<file path="src/has_pkg.sv">
// Shared constants and carrier types for the host-side access spacing controller
package has_pkg;

    // Clock and wait times, each time in ns and its derived cycle count
    localparam int unsigned CLK_NS          = 20;
    localparam int unsigned WAIT_SHORT_NS   = 165;
    localparam int unsigned WAIT_LONG_NS    = 330;
    localparam int unsigned STROBE_LOW_NS   = 32;
    localparam int unsigned STROBE_HIGH_NS  = 13;
    localparam int unsigned CNT_W           = 5;
    localparam logic [4:0]  WAIT_SHORT_CYC  = 5'((WAIT_SHORT_NS + CLK_NS - 1) / CLK_NS);
    localparam logic [4:0]  WAIT_LONG_CYC   = 5'((WAIT_LONG_NS + CLK_NS - 1) / CLK_NS);
    localparam logic [4:0]  STROBE_LOW_CYC  = 5'((STROBE_LOW_NS + CLK_NS - 1) / CLK_NS);
    localparam logic [4:0]  STROBE_HIGH_CYC = 5'((STROBE_HIGH_NS + CLK_NS - 1) / CLK_NS);
    localparam logic [4:0]  CYCLE_CYC       = WAIT_SHORT_CYC;
    localparam logic [4:0]  CNT_MAX         = 5'h1f;

    // Spacing timers, one per kind of access that starts a wait
    localparam int unsigned TMR_WRITE  = 0;
    localparam int unsigned TMR_RXPOP  = 1;
    localparam int unsigned TMR_TXSTAT = 2;
    localparam int unsigned TMR_DROP   = 3;
    localparam int unsigned TMR_DPCTRL = 4;
    localparam int unsigned TMR_NUM    = 5;

    // Device byte offsets on its own address pins
    localparam logic [7:0] DEV_RX_DATA_FIFO   = 8'h00;
    localparam logic [7:0] DEV_RX_STATUS_FIFO = 8'h40;
    localparam logic [7:0] DEV_TX_STATUS_FIFO = 8'h48;
    localparam logic [7:0] DEV_IDENT          = 8'h50;
    localparam logic [7:0] DEV_BYTE_TEST      = 8'h64;
    localparam logic [7:0] DEV_RECEIVE_DATAPATH_CONTROL     = 8'h78;
    localparam logic [7:0] DEV_RX_FIFO_INFO   = 8'h7c;
    localparam logic [7:0] DEV_TX_FIFO_INFO   = 8'h80;
    localparam logic [7:0] DEV_PWR_MGMT_CTRL  = 8'h84;
    localparam logic [7:0] DEV_FREE_RUN       = 8'h9c;
    localparam logic [7:0] DEV_RX_DROP        = 8'ha0;
    localparam int unsigned FFWD_BIT          = 31;

    // Controller registers, Avalon word index
    localparam logic [2:0] REG_CTRL   = 3'h0;
    localparam logic [2:0] REG_WDATA  = 3'h1;
    localparam logic [2:0] REG_CMD    = 3'h2;
    localparam logic [2:0] REG_STATUS = 3'h3;
    localparam logic [2:0] REG_RDATA  = 3'h4;
    localparam logic [2:0] REG_STALL  = 3'h5;

    // Field positions and reset values
    localparam int unsigned CTRL_ENFORCE_BIT = 0;
    localparam int unsigned CTRL_DUMMY_BIT   = 1;
    localparam logic [1:0]  CTRL_RESET       = 2'h1;
    localparam int unsigned CMD_ADDR_LSB     = 0;
    localparam int unsigned CMD_WRITE_BIT    = 8;
    localparam int unsigned CMD_FIFO_SEL_BIT = 9;

    // One device access as ordered by software
    typedef struct packed {
        logic        write;
        logic        fifo_sel;
        logic [7:0]  addr;
        logic [31:0] wdata;
    } has_req_t;

    // Device pins driven by the controller
    typedef struct packed {
        logic        chip_select_n;
        logic        read_strobe_n;
        logic        write_strobe_n;
        logic        fifo_sel;
        logic [7:0]  addr;
        logic [31:0] data_out;
        logic        data_oe;
    } has_pins_t;

endpackage

</file>
<file path="src/has_gap_timer.sv">
// Saturating cycle counters that measure time since each spacing event
`timescale 1ns/1ps
module has_gap_timer (
    input  wire logic                                     sys_clk,
    input  wire logic                                     rst,
    input  wire logic [has_pkg::TMR_NUM-1:0]              restart,
    output logic      [has_pkg::TMR_NUM-1:0][4:0]         count
);

    // One counter per event kind; reset means no wait pending
    for (genvar i = 0; i < has_pkg::TMR_NUM; i++) begin : g_tmr
        always_ff @(posedge sys_clk) begin
            if (rst) begin
                count[i] <= has_pkg::CNT_MAX;
            end else if (restart[i]) begin
                count[i] <= 5'h00;
            end else if (count[i] != has_pkg::CNT_MAX) begin
                count[i] <= count[i] + 5'h01;
            end
        end
    end

endmodule

</file>
<file path="src/has_pin_cycle.sv">
// One device bus cycle on the strobe pins, read or write
`timescale 1ns/1ps
module has_pin_cycle (
    input  wire logic              sys_clk,
    input  wire logic              rst,
    input  wire logic              start,
    input  has_pkg::has_req_t      req,
    input  wire logic [31:0]       data_in,
    output has_pkg::has_pins_t     pins,
    output logic                   busy,
    output logic                   done,
    output logic [31:0]            rdata
);

    typedef enum logic [1:0] {PC_IDLE, PC_SETUP, PC_LOW, PC_HIGH} has_pc_state_t;

    has_pc_state_t state;
    has_pc_state_t next_state;
    logic [4:0]    cyc;

    // Phase sequencing: setup, strobe low, strobe high up to the full cycle time
    assign done = (state == PC_HIGH) && (cyc == has_pkg::CYCLE_CYC - 5'h01);
    assign busy = (state != PC_IDLE);

    always_comb begin
        next_state = state;
        case (state)
            PC_IDLE:  if (start) next_state = PC_SETUP;
            PC_SETUP: next_state = PC_LOW;
            PC_LOW:   if (cyc == has_pkg::STROBE_LOW_CYC) next_state = PC_HIGH;
            PC_HIGH:  if (done) next_state = PC_IDLE;
            default:  next_state = PC_IDLE;
        endcase
    end

    // State, cycle count and pin drive
    always_ff @(posedge sys_clk) begin
        if (rst) begin
            state <= PC_IDLE;
            cyc   <= 5'h00;
            pins  <= '{chip_select_n: 1'b1, read_strobe_n: 1'b1, write_strobe_n: 1'b1, default: '0};
            rdata <= 32'h0000_0000;
        end else begin
            state                <= next_state;
            cyc                  <= (state == PC_IDLE) ? 5'h00 : cyc + 5'h01;
            pins.chip_select_n   <= !(next_state == PC_LOW);
            pins.read_strobe_n   <= !(next_state == PC_LOW && !pins.data_oe);
            pins.write_strobe_n  <= !(next_state == PC_LOW && pins.data_oe);
            if (start && state == PC_IDLE) begin
                pins.addr     <= req.addr;
                pins.fifo_sel <= req.fifo_sel;
                pins.data_out <= req.wdata;
                pins.data_oe  <= req.write;
            end else if (done) begin
                pins.data_oe  <= 1'b0;
            end
            if (state == PC_LOW && next_state == PC_HIGH && !pins.data_oe) begin
                rdata <= data_in; // Strobe low two cycles, data long valid
            end
        end
    end

endmodule

</file>
<file path="src/has_host_ctrl.sv">
// Host controller that spaces device accesses by their read-after-write and read-after-read waits
//
// Design decisions made here: the address map and the Avalon-MM slave port.
`timescale 1ns/1ps
module has_host_ctrl (
    input  wire logic                 sys_clk,
    input  wire logic                 rst,
    input  wire logic [2:0]           avs_address,
    input  wire logic                 avs_read,
    input  wire logic                 avs_write,
    input  wire logic [31:0]          avs_writedata,
    output logic      [31:0]          avs_readdata,
    output logic                      avs_waitrequest,
    output logic                      chip_select_n,
    output logic                      read_strobe_n,
    output logic                      write_strobe_n,
    output logic                      fifo_sel,
    output logic      [7:0]           dev_addr,
    input  wire logic [31:0]          dev_data_in,
    output logic      [31:0]          dev_data_out,
    output logic                      dev_data_oe
);

    typedef enum logic [1:0] {HM_IDLE, HM_WAIT, HM_RUN, HM_DUMMY} has_state_t;

    has_state_t                          state;
    logic                                ack;
    logic [1:0]                          ctrl;
    has_pkg::has_req_t                   cmd_req;
    logic [31:0]                         last_rdata;
    logic [31:0]                         stall_count;
    logic                                ffwd_pending;
    logic [has_pkg::TMR_NUM-1:0][4:0]    tmr_count;
    logic [has_pkg::TMR_NUM-1:0]         restart;
    has_pkg::has_req_t                   pin_req;
    has_pkg::has_pins_t                  pins;
    logic                                pin_busy;
    logic                                pin_done;
    logic [31:0]                         pin_rdata;

    // Bus slave decode: one wait cycle, then the answer; command writes stall while busy
    wire bus_req      = avs_read || avs_write;
    wire sel_ctrl     = (avs_address == has_pkg::REG_CTRL);
    wire sel_wdata    = (avs_address == has_pkg::REG_WDATA);
    wire sel_cmd      = (avs_address == has_pkg::REG_CMD);
    wire sel_status   = (avs_address == has_pkg::REG_STATUS);
    wire sel_rdata    = (avs_address == has_pkg::REG_RDATA);
    wire sel_stall    = (avs_address == has_pkg::REG_STALL);
    wire cmd_stall    = avs_write && sel_cmd && (state != HM_IDLE);
    wire wr_take      = avs_write && ack;
    wire cmd_take     = wr_take && sel_cmd;
    assign avs_waitrequest = bus_req && !ack;

    // Read data mux, unmapped words read zero
    logic [31:0] rd_mux;
    always_comb begin
        rd_mux = 32'h0000_0000;
        if (sel_ctrl) begin
            rd_mux = {30'h0000_0000, ctrl};
        end else if (sel_wdata) begin
            rd_mux = cmd_req.wdata;
        end else if (sel_cmd) begin
            rd_mux = {22'h00_0000, cmd_req.fifo_sel, cmd_req.write, cmd_req.addr};
        end else if (sel_status) begin
            rd_mux = {29'h0000_0000, ffwd_pending, (state == HM_WAIT) || (state == HM_DUMMY), state != HM_IDLE};
        end else if (sel_rdata) begin
            rd_mux = last_rdata;
        end else if (sel_stall) begin
            rd_mux = stall_count;
        end
    end

    // Bus answer and register writes
    always_ff @(posedge sys_clk) begin
        if (rst) begin
            ack          <= 1'b0;
            avs_readdata <= 32'h0000_0000;
            ctrl         <= has_pkg::CTRL_RESET;
            cmd_req      <= '0;
        end else begin
            ack <= bus_req && !ack && !cmd_stall;
            if (avs_read && !ack) begin
                avs_readdata <= rd_mux;
            end
            if (wr_take && sel_ctrl) begin
                ctrl <= avs_writedata[1:0];
            end
            if (wr_take && sel_wdata) begin
                cmd_req.wdata <= avs_writedata;
            end
            if (cmd_take) begin
                cmd_req.addr     <= avs_writedata[has_pkg::CMD_ADDR_LSB +: 8];
                cmd_req.write    <= avs_writedata[has_pkg::CMD_WRITE_BIT];
                cmd_req.fifo_sel <= avs_writedata[has_pkg::CMD_FIFO_SEL_BIT];
            end
        end
    end

    // Classify the pending access by its target
    wire enforce      = ctrl[has_pkg::CTRL_ENFORCE_BIT];
    wire dummy_mode   = ctrl[has_pkg::CTRL_DUMMY_BIT];
    wire is_rd        = !cmd_req.write;
    wire is_fsel      = cmd_req.fifo_sel;
    wire rd_rx_pop    = is_rd && (is_fsel || cmd_req.addr == has_pkg::DEV_RX_DATA_FIFO
                                          || cmd_req.addr == has_pkg::DEV_RX_STATUS_FIFO);
    wire rd_rx_stat   = is_rd && !is_fsel && (cmd_req.addr == has_pkg::DEV_RX_STATUS_FIFO);
    wire rd_tx_stat   = is_rd && !is_fsel && (cmd_req.addr == has_pkg::DEV_TX_STATUS_FIFO);
    wire rd_rx_inf    = is_rd && !is_fsel && (cmd_req.addr == has_pkg::DEV_RX_FIFO_INFO);
    wire rd_tx_inf    = is_rd && !is_fsel && (cmd_req.addr == has_pkg::DEV_TX_FIFO_INFO);
    wire rd_drop      = is_rd && !is_fsel && (cmd_req.addr == has_pkg::DEV_RX_DROP);
    wire rd_dpctrl    = is_rd && !is_fsel && (cmd_req.addr == has_pkg::DEV_RECEIVE_DATAPATH_CONTROL);
    wire wr_dpctrl    = cmd_req.write && !is_fsel && (cmd_req.addr == has_pkg::DEV_RECEIVE_DATAPATH_CONTROL);
    wire zero_class   = is_fsel || cmd_req.addr == has_pkg::DEV_IDENT || cmd_req.addr == has_pkg::DEV_BYTE_TEST
                        || cmd_req.addr == has_pkg::DEV_RX_FIFO_INFO || cmd_req.addr == has_pkg::DEV_RX_DROP;
    wire long_class   = cmd_req.addr == has_pkg::DEV_PWR_MGMT_CTRL || cmd_req.addr == has_pkg::DEV_FREE_RUN;

    // Required wait after a write, in cycles, rounded up
    wire [4:0] need_write = (!is_rd || zero_class) ? 5'h00 :
                            long_class ? has_pkg::WAIT_LONG_CYC : has_pkg::WAIT_SHORT_CYC;

    // Every applicable wait must have elapsed; writes never wait
    wire ok_write  = tmr_count[has_pkg::TMR_WRITE] >= need_write;
    wire ok_rxinf  = !rd_rx_inf || tmr_count[has_pkg::TMR_RXPOP] >= has_pkg::WAIT_SHORT_CYC;
    wire ok_txinf  = !rd_tx_inf || tmr_count[has_pkg::TMR_TXSTAT] >= has_pkg::WAIT_SHORT_CYC;
    wire ok_drop   = !rd_drop || tmr_count[has_pkg::TMR_DROP] >= has_pkg::WAIT_LONG_CYC;
    wire ok_stat   = !(rd_rx_stat || rd_tx_stat)
                     || tmr_count[has_pkg::TMR_DPCTRL] >= has_pkg::WAIT_LONG_CYC;
    wire gap_ok    = !enforce || (ok_write && ok_rxinf && ok_txinf && ok_drop && ok_stat);

    // Launches: the real access once clear, else a dummy read if enabled
    wire launch_user  = (state == HM_WAIT) && gap_ok;
    wire launch_dummy = (state == HM_WAIT) && !gap_ok && dummy_mode;
    wire user_done    = (state == HM_RUN) && pin_done;
    wire ffwd_clear   = rd_dpctrl && ffwd_pending && !pin_rdata[has_pkg::FFWD_BIT];

    always_comb begin
        pin_req = cmd_req;
        if (launch_dummy) begin
            pin_req = '{write: 1'b0, fifo_sel: 1'b0, addr: has_pkg::DEV_BYTE_TEST, wdata: 32'h0000_0000};
        end
    end

    // Timer restarts at the end of each access that starts a wait
    always_comb begin
        restart = '0;
        restart[has_pkg::TMR_WRITE]  = user_done && cmd_req.write;
        restart[has_pkg::TMR_RXPOP]  = user_done && rd_rx_pop;
        restart[has_pkg::TMR_TXSTAT] = user_done && rd_tx_stat;
        restart[has_pkg::TMR_DROP]   = user_done && rd_drop;
        restart[has_pkg::TMR_DPCTRL] = user_done && ffwd_clear;
    end

    // Sequencer state
    always_ff @(posedge sys_clk) begin
        if (rst) begin
            state <= HM_IDLE;
        end else begin
            case (state)
                HM_IDLE:  if (cmd_take) state <= HM_WAIT;
                HM_WAIT:  if (launch_user) state <= HM_RUN;
                          else if (launch_dummy) state <= HM_DUMMY;
                HM_RUN:   if (pin_done) state <= HM_IDLE;
                HM_DUMMY: if (pin_done) state <= HM_WAIT;
                default:  state <= HM_IDLE;
            endcase
        end
    end

    // Result, stall statistics and fast-forward tracking; a new arm beats a clear
    always_ff @(posedge sys_clk) begin
        if (rst) begin
            last_rdata   <= 32'h0000_0000;
            stall_count  <= 32'h0000_0000;
            ffwd_pending <= 1'b0;
        end else begin
            if (user_done && is_rd) begin
                last_rdata <= pin_rdata;
            end
            if ((state == HM_WAIT || state == HM_DUMMY) && !gap_ok && stall_count != 32'hffff_ffff) begin
                stall_count <= stall_count + 32'h0000_0001;
            end
            if (user_done && wr_dpctrl && cmd_req.wdata[has_pkg::FFWD_BIT]) begin
                ffwd_pending <= 1'b1;
            end else if (user_done && ffwd_clear) begin
                ffwd_pending <= 1'b0;
            end
        end
    end

    has_gap_timer u_timer (
        .sys_clk (sys_clk),
        .rst     (rst),
        .restart (restart),
        .count   (tmr_count)
    );

    has_pin_cycle u_pins (
        .sys_clk (sys_clk),
        .rst     (rst),
        .start   (launch_user || launch_dummy),
        .req     (pin_req),
        .data_in (dev_data_in),
        .pins    (pins),
        .busy    (pin_busy),
        .done    (pin_done),
        .rdata   (pin_rdata)
    );

    // Device pins straight from the cycle generator flops
    assign chip_select_n  = pins.chip_select_n;
    assign read_strobe_n  = pins.read_strobe_n;
    assign write_strobe_n = pins.write_strobe_n;
    assign fifo_sel       = pins.fifo_sel;
    assign dev_addr       = pins.addr;
    assign dev_data_out   = pins.data_out;
    assign dev_data_oe    = pins.data_oe;
endmodule

</file>
<file path="config.mk">
export PLATFORM = sky130hd
export DESIGN_NAME = has_host_ctrl
export DESIGN_NICKNAME = d
export VERILOG_FILES = /design/src/has_pkg.sv /design/src/has_gap_timer.sv /design/src/has_pin_cycle.sv /design/src/has_host_ctrl.sv
export SDC_FILE = /design/constraint.sdc
export NUM_CORES = 1
export LEC_CHECK = 0
export ABC_AREA = 1
export BUFFER_PORTS_ARGS = -buffer_cell sky130_fd_sc_hd__buf_2
export CAP_MARGIN = 20
export CORE_MARGIN = 5
export CORE_UTILIZATION = 60
export CTS_BUF_LIST = sky130_fd_sc_hd__clkbuf_4
export DETAILED_ROUTE_END_ITERATION = 8
export PLACE_DENSITY = 0.82
export SETUP_SLACK_MARGIN = 0.5
export SYNTH_ARGS = -nofsm -noshare
export SYNTH_HDL_FRONTEND = slang
export SYNTH_SLANG_ARGS = --single-unit
</file>
<file path="constraint.sdc">
create_clock -name sys_clk -period 3.73 [get_ports sys_clk]
set_clock_uncertainty 0.15 [all_clocks]
set_input_delay 0.373 -clock sys_clk [delete_from_list [all_inputs] [get_ports sys_clk]]
set_output_delay 0.373 -clock sys_clk [all_outputs]
set_load 0.02 [all_outputs]
</file>
==> impl_metrics.json, run 1 <==
{
  "p_int_mw": 4.38,
  "drt-wirelength-per-cell_um": 17.8,
  "total_leakage_power_nw": 5.66,
  "synth_cell_types": 43,
  "grt_antenna_before_repair": 1,
  "cts_tree": "built",
  "via_per_inst": 5.73,
  "clock_latency_ps": 660,
  "path_class": "reg -> reg",
  "synth_cells": 1567,
  "p_per_area_nw_per_um2": 441,
  "clockBufferDepth": 3,
  "postRouteAntennaNets": 0,
  "grt_pass1_wl_um": 58000,
  "ys_warn_count": 0,
  "syn_area_um2": 11400,
  "clk_pin_slew_ps": 60,
  "post-route-min-period_ps": 2940,
  "synth-seq-cells": 253,
  "pwr-share-clk": 0.403,
  "nFillCells": 1406,
  "cts.htree.levels": 3,
  "grt_pass1_vias": 11500,
  "crit_path_max_fanout": 32,
  "track_usage": 0.327,
  "yosysSeqAreaShare": 0.445,
  "worst_pin_slew_ps": 1050,
  "holdWs_ps": 96.3,
  "fmaxAchievable_mhz": 340,
  "layout.cells.most_common": "nand2_1",
  "drive_above_1_share": 0.183,
  "grt.overflow.total": 0,
  "p_sw_mw": 1.74,
  "drc": 0,
  "rsz0062_at_grt": "no",
  "slew_violations": 0,
  "final_cells": 2076,
  "mostFrequentLayoutCells": "356 x nand2_1, 251 x dfxtp_1, 193 x a21oi_1",
  "cp-start-kind": "flip-flop",
  "vias": 11900,
  "area_delta_synth_final_pct": 21.8,
  "worst_ep_arrival_time_ps": 3360,
  "gp_congestion": 0.977,
  "hold_path_class": "in -> reg",
  "vdd_drop_max_v": 0.000359,
  "dieArea_um2": 21800,
  "power.share.sequential": 0.458,
  "numCtsBuffers": 66,
  "dp_hpwl_um": 23700,
  "io_buffers": 148,
  "outcome": "completed",
  "fin_nets": 1887,
  "critical_path_required_ps": 4150,
  "cts.sinks": 253,
  "die_h_um": 148,
  "setup_violations": 0,
  "mappedNetlistNets": 1659,
  "die_w_um": 148,
  "timing.setup.tns_ps": 0,
  "slew_headroom": 0.297,
  "initial_core_util": 0.608,
  "avgSynthCellArea_um2": 7.26,
  "cts_root_buffer": "clkbuf_4",
  "rows": 50,
  "core_um2": 18700,
  "dp_cells": 1885,
  "dr.pass1.iters": 8,
  "grt_max_degree": 107,
  "finalCritPeriodShare": 0.788,
  "totalWireLength_um": 36900,
  "finalInstanceArea_um2": 13900,
  "dpl_cell_area_um2": 12200,
  "drt_iter0_markers": 1105,
  "ioPinCount": 149,
  "drv_cap": 0,
  "hold_violations": 0,
  "worstSetupEndpointType": "flip-flop",
  "comb_power_share": 0.139,
  "p_sw_frac": 0.284
}
## layout make-up
cell class / count / area [um2] / share of cell area
Antenna cell: 2 / 5.00 / 0.000361
Sequential cell: 253 / 5070 / 0.365
Timing Repair Buffer: 241 / 1650 / 0.119
Clock buffer: 98 / 736 / 0.0531
Multi-Input combinational cell: 1083 / 5440 / 0.393
Inverter: 150 / 564 / 0.0407
Clock inverter: 15 / 109 / 0.00785
Tap cell: 234 / 293 / 0.0211
## logic make-up (layout without fill, tap and decap cells)
logic type | Yosys count | in the layout | share of synthesized area
adder cells (fa/ha/maj) | 21 | 21 | 0.0231
XOR/XNOR | 40 | 40 | 0.0308
AND/OR/NAND/NOR | 675 | 675 | 0.251
flip-flops | 253 | 253 | 0.445
buffers and inverters | 231 | 504 | 0.0815
AO/OA/AOI/OAI | 347 | 347 | 0.168
other | 0 | 2 | 0
## cells in the mapped netlist
master / number / area share
nand2_1: 356 / 0.12
dfxtp_1: 253 / 0.45
a21oi_1: 195 / 0.086
nor2_1: 148 / 0.049
inv_1: 138 / 0.046
nand3_1: 113 / 0.050
o21ai_0: 86 / 0.038
clkbuf_1: 53 / 0.017
xor2_1: 34 / 0.026
o221ai_1: 23 / 0.018
ha_1: 21 / 0.023
buf_2: 20 / 0.0088
nor3_1: 17 / 0.0075
nand2_2: 13 / 0.0071
inv_2: 11 / 0.0036
nand4_1: 11 / 0.0060
o22ai_1: 11 / 0.0060
a21oi_2: 10 / 0.0077
o211ai_1: 7 / 0.0046
o21ai_1: 7 / 0.0031
xnor2_1: 6 / 0.0046
buf_1: 3 / 0.00099
buf_4: 3 / 0.0020
nor2_2: 3 / 0.0016
and3_1: 2 / 0.0011
nand2_4: 2 / 0.0020
nand3b_1: 2 / 0.0013
nor2_4: 2 / 0.0020
nor3_4: 2 / 0.0029
o31ai_1: 2 / 0.0013
a211oi_1: 1 / 0.00066
a221oi_1: 1 / 0.00077
a31oi_1: 1 / 0.00055
buf_12: 1 / 0.0018
buf_6: 1 / 0.00099
clkinv_1: 1 / 0.00033
nand3_2: 1 / 0.00088
nand3_4: 1 / 0.0015
nor3_2: 1 / 0.00088
o2111ai_1: 1 / 0.00077
o311ai_0: 1 / 0.00077
o32ai_1: 1 / 0.00077
or2_2: 1 / 0.00055
## stage by stage
stage	util	power (mW)	setup WS [ps]
2_1_floorplan	-	3.32	1080
3_3_place_gp	0.653	3.53	489
3_5_place_dp	0.653	3.53	462
4_1_cts	0.733	6.02	571
5_1_grt	0.741	6.36	494
6_report	0.741	6.12	790
## critical path, stage by stage (launching register included)
cell and delay [ps]:
dfxtp_1 410, nor2_4 60, inv_2 70, nor2_1 60, inv_1 80, o21ai_0 100, a221oi_2 280, nand2_1 120
ha_1 290, nand2_1 60, inv_1 30, nand2_1 60, nand2_1 50, nor2_1 110, nor2_1 80, nand2_4 120
nand2_8 110, inv_2 110, buf_8 220, nand3_1 110, a21oi_1 170
## sequential cells by signal (all words and copies together) (netlist names)
signal	count
ctrl	2
cmd_req	41
u_pins.state	2
is_fsel	1
ack	1
u_timer.count	25
u_pins.pins	45
state	2
u_pins.rdata	32
u_pins.cyc	5
stall_count	32
ffwd_pending	1
avs_readdata	32
last_rdata	32
## power groups by stage
stage | Sequential, mW | Combinational [mW] | Clock, mW
after floorplan | 2.87 | 0.443 | 0
after global placement | 2.86 | 0.667 | 0
after detailed placement | 2.86 | 0.674 | 0
after CTS | 2.80 | 0.733 | 2.49
after global routing | 2.80 | 0.908 | 2.65
final | 2.80 | 0.853 | 2.46
## what timing repair did
item                                    in CTS  in global routing
pin swaps                                    0                  2
hold buffers                                65                  0
gates cloned                                 0                  0
gates resized for setup                      3                 13
setup buffers                                0                 11
endpoints found under the setup margin      48                 72
hold endpoints to repair                    77                  0
## worst paths after layout
check | end | depth (start not counted) | startpoint | slack, ps
min reg2reg | last_rdata[18]$_SDFFE_PP0P_ | 2 | last_rdata[18]$_SDFFE_PP0P_ | 310
max | stall_count[29]$_SDFFE_PP0P_ | 20 | cmd_req[33]$_SDFFE_PP0P_ | 790
min | ack$_SDFF_PP0_ | 5 | avs_read | 100
max reg2reg | stall_count[29]$_SDFFE_PP0P_ | 20 | cmd_req[33]$_SDFFE_PP0P_ | 790
## metal layers
| layer | share of wire | wire (um) | vias to the layer above | global-route usage |
|---|---|---|---|---|
| met2 | 0.49 | 18100 | 620 | 0.550 |
| met4 | 0.045 | 1680 | 0 | 0.155 |
| li1 | - | - | 5625 | - |
| met1 | 0.38 | 14200 | 5509 | 0.407 |
| met3 | 0.081 | 2980 | 146 | 0.0619 |
| met5 | 0 | 0 | - | 0 |
Power figures use the tool's default switching activity.
==> inputs of run 2 (changes only) <==
clock period = 3.05 ns   (was 3.73 ns; I/O delays follow)
==> impl_metrics.json, run 2 (synthesized netlist as in run 1, its figures left out) <==
{
  "outcome": "completed",
  "drive_above_1_share": 0.227,
  "cts_tree": "built",
  "hold_end": "avs_readdata[20]$_SDFFE_PP0P_",
  "dr.pass1.iters": 7,
  "dp_hpwl_um": 23600,
  "worst_ep_arrival_time_ps": 3100,
  "mostFrequentLayoutCells": "321 x nand2_1, 245 x dfxtp_1, 175 x a21oi_1",
  "cp-start-kind": "flip-flop",
  "slew_headroom": 0.328,
  "clk_pin_slew_ps": 60,
  "holdWs_ps": 84.0,
  "top_regs": "u_pins.pins (45), cmd_req (41)",
  "cts_root_buffer": "clkbuf_4",
  "vias": 12400,
  "path_class": "reg -> reg",
  "ioPinCount": 149,
  "finalPower_mw": 7.69,
  "fmaxAchievable_mhz": 370,
  "final_core_util": 0.774,
  "final_cells": 2099,
  "area_delta_synth_final_pct": 27.1,
  "total_leakage_power_nw": 5.88,
  "numCtsBuffers": 68,
  "critical_path_required_ps": 3440,
  "vdd_drop_max_v": 0.000526,
  "slew_violations": 0,
  "hold_violations": 0,
  "via_per_inst": 5.93,
  "largest-register": "u_pins.pins",
  "post-route-min-period_ps": 2700,
  "drt-wirelength-per-cell_um": 19.1,
  "timing.rr.start": "cmd_req[36]$_SDFFE_PP0P_",
  "rsz0062_at_grt": "yes",
  "dieArea_um2": 21800,
  "worstSetupEndpointType": "flip-flop",
  "finalCritPeriodShare": 0.887,
  "initial_core_util": 0.608,
  "io_buffers": 148,
  "rows": 50,
  "setup_violations": 0,
  "drv_cap": 0,
  "worst_r2r_endpoint": "u_pins.pins[39]$_SDFFE_PP0P_",
  "core_um2": 18700,
  "r2r_cells": 18,
  "cts.htree.levels": 3,
  "drt_iter0_markers": 1493,
  "hold_path_class": "in -> reg",
  "track_usage": 0.338,
  "drc": 0,
  "timing.setup.tns_ps": 0,
  "grt_max_degree": 107,
  "totalWireLength_um": 40000,
  "worst_pin_slew_ps": 1010,
  "clock_latency_ps": 670,
  "layout.cells.most_common": "nand2_1",
  "gp_congestion": 0.967,
  "fin_nets": 1910,
  "postRouteAntennaNets": 0,
  "cp_common_cell": "nand2_1",
  "reg2reg_slack_ps": 350,
  "whs_path_depth": 6,
  "largest_register_ffs": 45,
  "min-delay-start": "avs_address[1]",
  "slowest_stage": "dfxtp_4",
  "clockBufferDepth": 3,
  "dp_cells": 1896,
  "crit_path_max_fanout": 22,
  "grt.overflow.total": 0,
  "die_h_um": 148,
  "crit_path_max_incr_delay_ps": 380,
  "grt_antenna_before_repair": 1,
  "grt_pass1_vias": 12000,
  "die_w_um": 148,
  "grt_pass1_wl_um": 59800,
  "cts.sinks": 253,
  "p_per_area_nw_per_um2": 532,
  "cp_cell_sequence": "inv_2, nand2_1, nor2_1, a221oi_2, nand2_1, ha_4, nand2_2, inv_1, nand2_1, nand2_1, nor2_2, nor2_2, nand2_4, nand2_4, buf_6, nand3_1, nand2_1, nor2_1"
}
-- run 2: changes by cell type in the layout (fill, tap and decap cells not counted), sizes merged --
cell | before | now
dlygate4sd3 | 65 | 69
buf | 176 | 190
diode | 2 | 1
clkinv | 11 | 18
bufinv | 2 | 1
-- run 2: how the worst max path moves through the flow --
stage	startpoint	to	slack, ps
finish	cmd_req[36]$_SDFFE_PP0P_	u_pins.pins[39]$_SDFFE_PP0P_	350
global route	cmd_req[34]$_SDFFE_PP0P_	u_pins.pins[6]$_SDFFE_PP0P_	140
CTS	cmd_req[35]$_SDFFE_PP0P_	stall_count[27]$_SDFFE_PP0P_	340
floorplan	cmd_req[33]$_SDFFE_PP0P_	u_pins.pins[25]$_SDFFE_PP0P_	510
global placement	cmd_req[39]$_SDFFE_PP0P_	stall_count[1]$_SDFFE_PP0P_	110
detailed placement	cmd_req[39]$_SDFFE_PP0P_	stall_count[0]$_SDFFE_PP0P_	20
-- run 2: final cells by class --
type | instances | area (um2)
multi-input cells | 1083 | 5730
flip-flops and latches | 253 | 5080
fillers | 1340 | 4240
repair buffers | 262 | 1970
clock buffers | 95 | 713
inverters | 150 | 572
well taps | 234 | 293
clock inverters | 21 | 106
diodes | 1 | 2.50
-- run 2: timing repair --
action / in CTS / in global routing
endpoints found under the hold margin: 78 / 0
pin swaps: 6 / 24
hold buffers: 69 / 0
setup endpoints to repair: 79 / 80
resized for setup: 53 / 68
cloned: 3 / 3
setup buffers: 6 / 5
-- run 2: per-layer routing --
metal	vias up	wire length, um	track usage	share of wire
met5	-	0	0	0
met4	0	2470	0.176	0.062
met3	221	3810	0.0696	0.095
met2	836	19300	0.577	0.48
met1	5721	14500	0.403	0.36
li1	5666	-	-	-
-- run 2: critical path: cells and delay by family, from the launching register on --
| kind | cells | cell delay (ps) |
|---|---|---|
| AO/OA/AOI/OAI | 1 | 340 |
| adder cells (fa/ha/maj) | 1 | 300 |
| buffers and inverters | 3 | 300 |
| flip-flops | 1 | 380 |
| AND/OR/NAND/NOR | 13 | 1110 |
-- run 2: power by group --
| part | internal (mW) | total (mW) | switching [mW] |
|---|---|---|---|
| Combinational | 0.458 | 1.30 | 0.840 |
| Clock | 1.52 | 2.98 | 1.46 |
| Sequential | 3.36 | 3.42 | 0.0541 |
| Total | 5.34 | 7.69 | 2.35 |
-- run 2: per-stage QoR --
step	setup slack, ps	instance area [um2]
floorplan	510	11400
global placement	110	12300
detailed placement	23.0	12300
CTS	341	14100
global route	143	14500
finish	345	14500
